`src/ckdp_regs.svh`:
```
// Purpose: constants for the configuration key and direct programming block
// Assumes: byte writes from the host arrive as one-cycle strobes
// Notes: timing-free; the key length is a byte count, CKDP_NUM_LDEV counts devices, CKDP_MAX_LDEV is the highest device number
`ifndef CKDP_REGS_SVH
`define CKDP_REGS_SVH
`define CKDP_KEY_LEN 6'd32
`define CKDP_VND_KEY0 8'h96
`define CKDP_VND_KEY1 8'h35
`define CKDP_CMD_CSN 8'h06
`define CKDP_CMD_LDN 8'h15
`define CKDP_CMD_IO0 8'h47
`define CKDP_CMD_IO1 8'h48
`define CKDP_CMD_IO2 8'h42
`define CKDP_CMD_IRQ0 8'h22
`define CKDP_CMD_IRQ1 8'h27
`define CKDP_CMD_DMA0 8'h2A
`define CKDP_CMD_DMA1 8'h25
`define CKDP_CMD_ACT 8'h33
`define CKDP_CMD_CHIP 8'h79
`define CKDP_ACT_ON 8'h01
`define CKDP_ACT_OFF 8'h00
`define CKDP_CTRL_OFS 3'h5
`define CKDP_DIS_STD 8'h55
`define CKDP_DIS_VND 8'h56
`define CKDP_NUM_LDEV 6
`define CKDP_MAX_LDEV 3'h5
`define CKDP_STD_SEED 8'h6A
`endif

```
`src/ckdp_pkg.sv`:
```
// Purpose: types for the device end of the key and programming link
// Assumes: ckdp_regs.svh holds the numbers
// Notes: per-device configuration record
`default_nettype none
package ckdp_pkg;
   typedef struct packed {
      logic [15:0] io0;
      logic [15:0] io1;
      logic [15:0] io2;
      logic [7:0] irq0;
      logic [7:0] irq1;
      logic [7:0] dma0;
      logic [7:0] dma1;
      logic active;
   } ckdp_ldev_s;
   typedef enum logic [3:0] {
      CKDP_ST_CMD, CKDP_ST_ARG1, CKDP_ST_ARG2
   } ckdp_phase_e;
endpackage
`default_nettype wire

```
`src/ckdp_if.sv`:
```
// Purpose: byte-write link between host and device
// Assumes: one byte per cycle at most, strobe is a pulse
// Notes: cfg_* is the address port, ctl_* the control block
`default_nettype none
interface ckdp_if;
   logic cfg_wr;
   logic [7:0] cfg_data;
   logic ctl_wr;
   logic [2:0] ctl_ofs;
   logic [7:0] ctl_data;
   modport host (output cfg_wr, output cfg_data, output ctl_wr,
      output ctl_ofs, output ctl_data);
   modport dev (input cfg_wr, input cfg_data, input ctl_wr,
      input ctl_ofs, input ctl_data);
endinterface
`default_nettype wire

```
`src/ckdp_dev.sv`:
```
// Purpose: device end, key detection and direct programming interpreter
// Assumes: nonvolatile loader sits outside, gives disable bits
// Notes: one part per system when the vendor key is used
`include "ckdp_regs.svh"
`default_nettype none
module ckdp_dev #(
   parameter int NLDEV = `CKDP_NUM_LDEV
) (
   input wire logic mclk,
   input wire logic rst,
   ckdp_if.dev lnk,
   input wire logic nv_std_key_dis,
   input wire logic nv_vnd_key_dis,
   output logic cfg_mode,
   output logic std_mode,
   output logic chip_active,
   output logic hostload_ok,
   output logic [7:0] card_sel,
   output logic std_key_dis,
   output logic vnd_key_dis,
   output logic [NLDEV-1:0] ldev_respond,
   output ckdp_pkg::ckdp_ldev_s [NLDEV-1:0] ldev_cfg
);
   typedef struct packed {
      logic [5:0] vidx;
      logic [5:0] sidx;
      logic [7:0] lfsr;
      logic cfg_mode;
      logic std_mode;
      logic chip_active;
      logic std_dis;
      logic vnd_dis;
      ckdp_pkg::ckdp_phase_e ph;
      logic [7:0] cmd;
      logic [7:0] hi;
      logic [2:0] ldn;
      logic [7:0] csn;
      ckdp_pkg::ckdp_ldev_s [NLDEV-1:0] dev;
   } ckdp_dev_s;
   ckdp_dev_s s_r, s_nxt;

   // ----
   // Key generators
   // ----
   // Both keys share one shift generator, seeds differ
   function automatic logic [7:0] step(input logic [7:0] k);
      return {k[0] ^ k[1], k[7:1]};
   endfunction

   // Vendor key breaks the shift rule at its first byte only
   function automatic logic [7:0] vkey_byte(input logic [5:0] i);
      logic [7:0] k;
      k = `CKDP_VND_KEY1;
      for (int j = 1; j < `CKDP_KEY_LEN; j++) begin
         if (j[5:0] < i) k = step(k);
      end
      if (i == 6'd0) k = `CKDP_VND_KEY0;
      return k;
   endfunction

   // Number of argument bytes for a command
   function automatic logic [1:0] nargs(input logic [7:0] c);
      case (c)
         `CKDP_CMD_IO0, `CKDP_CMD_IO1, `CKDP_CMD_IO2: nargs = 2'd2;
         `CKDP_CMD_CSN, `CKDP_CMD_LDN, `CKDP_CMD_IRQ0, `CKDP_CMD_IRQ1,
         `CKDP_CMD_DMA0, `CKDP_CMD_DMA1, `CKDP_CMD_ACT: nargs = 2'd1;
         default: nargs = 2'd0;
      endcase
   endfunction

   logic [7:0] vexp;
   logic [7:0] sexp;
   logic vkey_dis, skey_dis;

   always_comb begin
      vexp = vkey_byte(s_r.vidx);
      sexp = s_r.lfsr;
      // Nonvolatile disables honoured alongside direct ones
      vkey_dis = s_r.vnd_dis | nv_vnd_key_dis;
      skey_dis = s_r.std_dis | nv_std_key_dis;
   end

   // ----
   // Key matchers and command interpreter
   // ----
   always_comb begin
      s_nxt = s_r;
      if (lnk.cfg_wr) begin
         // Vendor key match in order, restart on mismatch
         if (!vkey_dis) begin
            if (lnk.cfg_data == vexp) begin
               s_nxt.vidx = s_r.vidx + 6'd1;
               if (s_r.vidx == `CKDP_KEY_LEN - 6'd1) begin
                  s_nxt.vidx = 6'd0;
                  s_nxt.cfg_mode = 1'b1;
                  s_nxt.ph = ckdp_pkg::CKDP_ST_CMD;
               end
            end else begin
               s_nxt.vidx =
                  (lnk.cfg_data == `CKDP_VND_KEY0) ? 6'd1 : 6'd0;
            end
         end
         // Standard key, same port
         if (!skey_dis) begin
            if (lnk.cfg_data == sexp) begin
               s_nxt.sidx = s_r.sidx + 6'd1;
               s_nxt.lfsr = step(s_r.lfsr);
               if (s_r.sidx == `CKDP_KEY_LEN - 6'd1) begin
                  s_nxt.sidx = 6'd0;
                  s_nxt.lfsr = `CKDP_STD_SEED;
                  s_nxt.std_mode = 1'b1;
               end
            end else begin
               s_nxt.sidx = 6'd0;
               s_nxt.lfsr = `CKDP_STD_SEED;
            end
         end
         if (s_r.cfg_mode) begin
            case (s_r.ph)
               ckdp_pkg::CKDP_ST_CMD: begin
                  s_nxt.cmd = lnk.cfg_data;
                  if (lnk.cfg_data == `CKDP_CMD_CHIP) begin
                     s_nxt.chip_active = 1'b1;
                     s_nxt.cfg_mode = 1'b0;
                  end else if (nargs(lnk.cfg_data) != 2'd0) begin
                     s_nxt.ph = ckdp_pkg::CKDP_ST_ARG1;
                  end
               end
               ckdp_pkg::CKDP_ST_ARG1: begin
                  s_nxt.ph = ckdp_pkg::CKDP_ST_CMD;
                  case (s_r.cmd)
                     `CKDP_CMD_CSN: s_nxt.csn = lnk.cfg_data;
                     `CKDP_CMD_LDN: begin
                        // Out-of-range numbers ignored
                        if (lnk.cfg_data <= {5'h00, `CKDP_MAX_LDEV})
                           s_nxt.ldn = lnk.cfg_data[2:0];
                     end
                     `CKDP_CMD_IO0, `CKDP_CMD_IO1, `CKDP_CMD_IO2: begin
                        s_nxt.hi = lnk.cfg_data;
                        s_nxt.ph = ckdp_pkg::CKDP_ST_ARG2;
                     end
                     `CKDP_CMD_IRQ0:
                        s_nxt.dev[s_r.ldn].irq0 = lnk.cfg_data;
                     `CKDP_CMD_IRQ1:
                        s_nxt.dev[s_r.ldn].irq1 = lnk.cfg_data;
                     `CKDP_CMD_DMA0:
                        s_nxt.dev[s_r.ldn].dma0 = lnk.cfg_data;
                     `CKDP_CMD_DMA1:
                        s_nxt.dev[s_r.ldn].dma1 = lnk.cfg_data;
                     `CKDP_CMD_ACT: begin
                        if (lnk.cfg_data == `CKDP_ACT_ON)
                           s_nxt.dev[s_r.ldn].active = 1'b1;
                        else if (lnk.cfg_data == `CKDP_ACT_OFF)
                           s_nxt.dev[s_r.ldn].active = 1'b0;
                     end
                     default: ;
                  endcase
               end
               ckdp_pkg::CKDP_ST_ARG2: begin
                  s_nxt.ph = ckdp_pkg::CKDP_ST_CMD;
                  case (s_r.cmd)
                     `CKDP_CMD_IO0:
                        s_nxt.dev[s_r.ldn].io0 = {s_r.hi, lnk.cfg_data};
                     `CKDP_CMD_IO1:
                        s_nxt.dev[s_r.ldn].io1 = {s_r.hi, lnk.cfg_data};
                     `CKDP_CMD_IO2:
                        s_nxt.dev[s_r.ldn].io2 = {s_r.hi, lnk.cfg_data};
                     default: ;
                  endcase
               end
               default: s_nxt.ph = ckdp_pkg::CKDP_ST_CMD;
            endcase
         end
      end
      // Control block writes; sticky until reset
      if (lnk.ctl_wr && lnk.ctl_ofs == `CKDP_CTRL_OFS) begin
         if (lnk.ctl_data == `CKDP_DIS_STD) begin
            s_nxt.std_dis = 1'b1;
            s_nxt.std_mode = 1'b0;
            s_nxt.sidx = 6'd0;
         end
         if (lnk.ctl_data == `CKDP_DIS_VND) begin
            s_nxt.vnd_dis = 1'b1;
            s_nxt.vidx = 6'd0;
         end
      end
      // Either disable source blocks standard mode
      if (skey_dis) s_nxt.std_mode = 1'b0;
   end

   // ----
   // State register
   // ----
   always_ff @(posedge mclk) begin
      if (rst) begin
         s_r <= '0;
         s_r.lfsr <= `CKDP_STD_SEED;
      end else begin
         s_r <= s_nxt;
      end
   end

   // ----
   // Outputs
   // ----
   // Resources kept regardless of key disables
   for (genvar g = 0; g < NLDEV; g++) begin : g_resp
      assign ldev_respond[g] = s_r.chip_active & s_r.dev[g].active;
   end

   assign cfg_mode = s_r.cfg_mode;
   assign std_mode = s_r.std_mode;
   assign chip_active = s_r.chip_active;
   assign hostload_ok = s_r.cfg_mode;
   assign card_sel = s_r.csn;
   assign std_key_dis = skey_dis;
   assign vnd_key_dis = vkey_dis;
   assign ldev_cfg = s_r.dev;
endmodule
`default_nettype wire

```
`src/flat_wrapper.sv`:
```
// flat-port wrapper written by rule: the top's interface ports become plain ports
module ckdp_dev_flat 
#(
   parameter int NLDEV = `CKDP_NUM_LDEV
)
  (mclk, rst, nv_std_key_dis, nv_vnd_key_dis, cfg_mode, std_mode, chip_active, hostload_ok, card_sel, std_key_dis, vnd_key_dis, ldev_respond, ldev_cfg, lnk_cfg_wr, lnk_cfg_data, lnk_ctl_wr, lnk_ctl_ofs, lnk_ctl_data);
  ckdp_if lnk_i ();
  input wire logic mclk;
  input wire logic rst;
  input wire logic nv_std_key_dis;
  input wire logic nv_vnd_key_dis;
  output logic cfg_mode;
  output logic std_mode;
  output logic chip_active;
  output logic hostload_ok;
  output logic [7:0] card_sel;
  output logic std_key_dis;
  output logic vnd_key_dis;
  output logic [NLDEV-1:0] ldev_respond;
  output ckdp_pkg::ckdp_ldev_s [NLDEV-1:0] ldev_cfg;
  input wire logic [$bits(lnk_i.cfg_wr)-1:0] lnk_cfg_wr;
  input wire logic [$bits(lnk_i.cfg_data)-1:0] lnk_cfg_data;
  input wire logic [$bits(lnk_i.ctl_wr)-1:0] lnk_ctl_wr;
  input wire logic [$bits(lnk_i.ctl_ofs)-1:0] lnk_ctl_ofs;
  input wire logic [$bits(lnk_i.ctl_data)-1:0] lnk_ctl_data;
  assign lnk_i.cfg_wr = lnk_cfg_wr;
  assign lnk_i.cfg_data = lnk_cfg_data;
  assign lnk_i.ctl_wr = lnk_ctl_wr;
  assign lnk_i.ctl_ofs = lnk_ctl_ofs;
  assign lnk_i.ctl_data = lnk_ctl_data;
  ckdp_dev #(.NLDEV(NLDEV)) u_core (.mclk(mclk), .rst(rst), .lnk(lnk_i), .nv_std_key_dis(nv_std_key_dis), .nv_vnd_key_dis(nv_vnd_key_dis), .cfg_mode(cfg_mode), .std_mode(std_mode), .chip_active(chip_active), .hostload_ok(hostload_ok), .card_sel(card_sel), .std_key_dis(std_key_dis), .vnd_key_dis(vnd_key_dis), .ldev_respond(ldev_respond), .ldev_cfg(ldev_cfg));
endmodule
```
`config.mk`:
```
export PLATFORM = sky130hd
export DESIGN_NAME = ckdp_dev_flat
export DESIGN_NICKNAME = d
export VERILOG_FILES = /design/src/ckdp_pkg.sv /design/src/ckdp_if.sv /design/src/ckdp_dev.sv /design/src/flat_wrapper.sv
export VERILOG_INCLUDE_DIRS = /design/src /design/src/src
export SDC_FILE = /design/constraint.sdc
export NUM_CORES = 1
export LEC_CHECK = 0
export BUFFER_PORTS_ARGS = -buffer_cell sky130_fd_sc_hd__buf_2
export CORE_UTILIZATION = 60
export DETAILED_ROUTE_END_ITERATION = 12
export PLACE_DENSITY = 0.88
export SLEW_MARGIN = 20
export SYNTH_ARGS = -nofsm -noshare
export SYNTH_HDL_FRONTEND = slang
export SYNTH_SLANG_ARGS = --single-unit
```
`constraint.sdc`:
```
create_clock -name mclk -period 13.7 [get_ports mclk]
set_input_delay 3.425 -clock mclk [delete_from_list [all_inputs] [get_ports mclk]]
set_output_delay 3.425 -clock mclk [all_outputs]
set_load 0.02 [all_outputs]
```
## Yosys cells after proc, flatten, opt, wreduce, memory -nomap -nowiden

Cells that the tools add are included.

| storage, ports and cells | value |
|---|---|
| register bits | 542 |
| input port bits | 25 |
| logic and storage cells | 298 |
| output and inout port bits | 506 |

| cells by class | value |
|---|---|
| muxes and demuxes | 106 |
| bitwise operators | 40 |
| order comparisons | 34 |
| equal/unequal tests | 35 |
| add/subtract/negate cells | 2 |
| reductions and logical operators | 20 |

Operators by type and width:

| operator | number |
|---|---|
| $bwmux 486 | 9 |
| $pmux 486 s5 | 1 |
| $demux 81 s3 | 8 |
| $pmux 486 s3 | 1 |
| $mux 486 | 2 |
| $pmux 486 s2 | 1 |
| $mux 517 | 1 |
| $mux 8 | 35 |
| $lt 5x6->1 const A | 16 |
| $mux 81 | 1 |
| $eq 8x6->1 const B | 10 |
| $eq 8x7->1 const B | 9 |
| $mux 65 | 1 |
| $mux 49 | 1 |
| $lt 4x6->1 const A | 8 |
| $mux 14 | 3 |
| $mux 33 | 1 |
| $xor 1x1->1 | 31 |
| $mux 6 | 5 |
| $mux 25 | 1 |
| $lt 3x6->1 const A | 4 |
| $mux 23 | 1 |
| $mux 4 | 5 |
| $mux 19 | 1 |
| other kinds (42) | 81 |

## Longest topological paths before layout

| depth | value |
|---|---|
| depth in word-level cells | 72 |
| depth in mapped cells | 23 |
| depth with buffers taken out | 18 |

## Least setup slack after synthesis

OpenSTA, ideal clock, no wires.

| timing path | value |
|---|---|
| path type | input to output |
| start point | input port nv_vnd_key_dis |
| end point | output port vnd_key_dis |
| data arrival time | 3.708 ns |
| required time | 10.275 ns |
| path slack | 6.567 ns |
| stages on the path | 2 |
| buffers on the path | 0 |
| cell sequence | nor2_1 inv_1 |

| on the way | value |
|---|---|
| cells in the longest elaborated chain, start to end | 1 |

RTL lines:

| item | line | source |
|---|---|---|
| start: declaration | flat_wrapper.sv:11 | `input wire logic nv_vnd_key_dis;` |
| $or 1x1->1 | ckdp_dev.sv:79 | `vkey_dis = s_r.vnd_dis \| nv_vnd_key_dis;` |
| end: declaration | flat_wrapper.sv:18 | `output logic vnd_key_dis;` |

Every way passes these cells.

## Final worst setup path

Ends and elaborated chain as after synthesis.

==> impl_metrics.toml <==
[routing]
final_antenna_net_count = 0
drtIter0Drc = 2094
drt-total-wl_um = 77600
post_drt_wl_per_cell_um = 20.9
drt_first_pass_iters = 6
num_vias = 21500
viasPerCell = 5.77
drcViolationCount = 0

[timing]
setup_tns_ns = 0
max_freq_mhz = 134
setup_viol = 0
finalCriticalPeriod_ns = 7.44
slew_headroom_pct = 21.4
rsz0062_at_grt = "no"
finalCritPeriodShare_pct = 54.3
finalHoldViolations = 0
tightest_slew_ns = 1.18
maxSlewViolCount = 0
clock_skew_ns = 0.0211

[die]
die_area_um2 = 45500
fp.dieH_um = 213
rows = 77
fp.dieW_um = 213
core_um2 = 44100
start_util_pct = 60.8
io_pins = 531

[logic_synthesis]
seq_area_frac_synth_pct = 40.5
async_reset_ff_share_pct = 0
synth_top_area_share_pct = 40.5
synth_edf_count = 0
synth_area_um2 = 26800
synth_flop_cell = "dfxtp_1"
yosys-top-cells-area = "dfxtp_1 (40%), buf_4 (14%), mux2i_1 (13%), nor2_1 (7.3%), nand2_1 (5.0%)"
synth.distinct_cells = 105
yosysTopAreaCell = "dfxtp_1"
syn-num-nets = 3211
synth_area_per_cell_um2 = 8.43
yosys_warnings = 0
syn-instance-count = 3180
ys_ff_latch = 542

[cts]
cts_setup_buffers = 0
clock_sinks = 542
cts_buffers = 53
postCtsHoldBufs = 0
clock_latency_ns = 0.61
cts.htree.levels = 2
cts_tree = "yes"
clk_pin_slew_worst_paths_ns = 0.06
cts_resized = 0
cts-root-buf = "clkbuf_16"
clockBufferDepth = 3

[grt]
gr-total-overflow = 0
use_met3_pct = 8.86
grt_pass1_vias = 20000
grt_use_total_pct = 32.5
grt_pass1_wl_um = 115000
grt_antenna_before_repair = 1
met1_usage_pct = 39.8
grt_start_max_net_pins = 127
grt_busiest_layer = "met2"
grt_use_met2_pct = 52.2

[final_layout]
final_core_util_pct = 62.7
nNetsFinal = 3115
layout_common_cells = "dfxtp_1 (540), buf_2 (529), nor2_1 (519)"
synthToLayoutAreaGrowth_pct = 3.13
layout_commonest_cell = "dfxtp_1"
post_route_cells_drive_above_1_share_pct = 23.3

[placement]
gp_congestion = 0.990
dp.final_hpwl_um = 50100
portBuffers = 530

[setup_path]
endpoint_kind = "primary output"
cp.arrival_ns = 4.01
cp_max_fo = 4
cp-start-kind = "primary input"
worst-setup-path-type = "primary input to primary output"
cp.required_ns = 10.27

[pwr]
power.leakage_nw = 12.8
power.density_nw_per_um2 = 115
ir_worst_vdd_mv = 0.141

[worst_hold_path]
hold_class = "flip-flop to flip-flop"

[job]
maxCapViolCount = 0

[status]
status = "complete, no violations"
==> final timing paths <==
path	startpoint	end	slack (ns)	cells past startpoint
worst max-delay path	nv_vnd_key_dis	vnd_key_dis	6.26	4
worst min-delay path	flip-flop	flip-flop	0.45	2
worst max register to register	u_core.s_r[537]$_SDFF_PP0_	u_core.s_r[513]$_SDFFE_PP0P_	7.60	20
worst min register to register	flip-flop	flip-flop	0.45	2
==> logic make-up (layout without fill, tap and decap cells) <==
| kind of cell | Yosys count | count (layout) | share of synthesized area, % |
|---|---|---|---|
| DFF | 542 | 542 | 40.5 |
| xor gates and xnor gates | 23 | 23 | 0.751 |
| and+or+nand+nor | 1116 | 1116 | 18.2 |
| other | 0 | 1 | 0 |
| muxes | 338 | 338 | 12.6 |
| buffers and inverters | 729 | 677 | 17.8 |
| adders and majority gates | 6 | 6 | 0.280 |
| AOI/OAI and AO/OA | 426 | 426 | 9.94 |
==> power by group <==
part           internal [W]  switching, W  total [W]
Combinational     0.0000118     0.0000578  0.0000696
Clock              0.000894      0.000648    0.00154
Sequential          0.00158   0.000000707    0.00158
Total               0.00248      0.000707    0.00319
==> final cells by class <==
type	instances	area [um2]
Timing Repair Buffer	562	2900
Tap cell	592	741
Clock inverter	24	325
Multi-Input combinational cell	1909	11200
Antenna cell	1	2.50
Clock buffer	75	1520
Sequential cell	542	10900
Inverter	16	60.1
Fill cell	3613	16500
==> synthesized netlist by cell type, drive strengths merged (4+ instances only) <==
library cell  count
a311oi            4
and3             18
a211oi           11
or4               9
clkbuf          164
a22oi            10
nor2            524
buf             549
or3              12
o311ai            4
and2             28
a21o             12
dfxtp           542
o211ai            4
ha                6
xor2              6
nor3             28
nand2b           10
nor4             11
xnor2            17
or3b              6
nand3            43
nor4b             4
nor3b             6
o2111ai           4
nand3b            7
nor2b            10
a31oi            17
nand2           359
nand4            13
inv              16
o31ai             7
a21oi           248
o21ai            58
a32oi             4
or2              11
mux2i           337
o21a              7
==> critical path, cell delays in order <==
cell and delay (ns):
buf_2 0.10, nor2_1 0.27, inv_1 0.06, buf_2 0.16
==> metrics by stage <==
stage	hold slack, ns	setup slack (ns)	area (um2)	total power (W)	instances
floorplan	0.426	6.57	26800	0.00166	3180
global placement	0.435	6.30	25800	0.00168	3621
detailed placement	0.440	6.18	25800	0.00168	3621
CTS	0.448	6.28	27600	0.00320	3720
global route	0.464	6.18	27700	0.00326	3721
finish	0.447	6.26	27700	0.00319	3721
==> routing by layer <==
layer | part of all wire (%) | up-vias
met5 | 0 | -
met4 | 5.3 | 0
met3 | 10 | 294
met2 | 46 | 1181
met1 | 39 | 10100
li1 | - | 9893
Note: power is estimated with default switching activity, not from simulation.
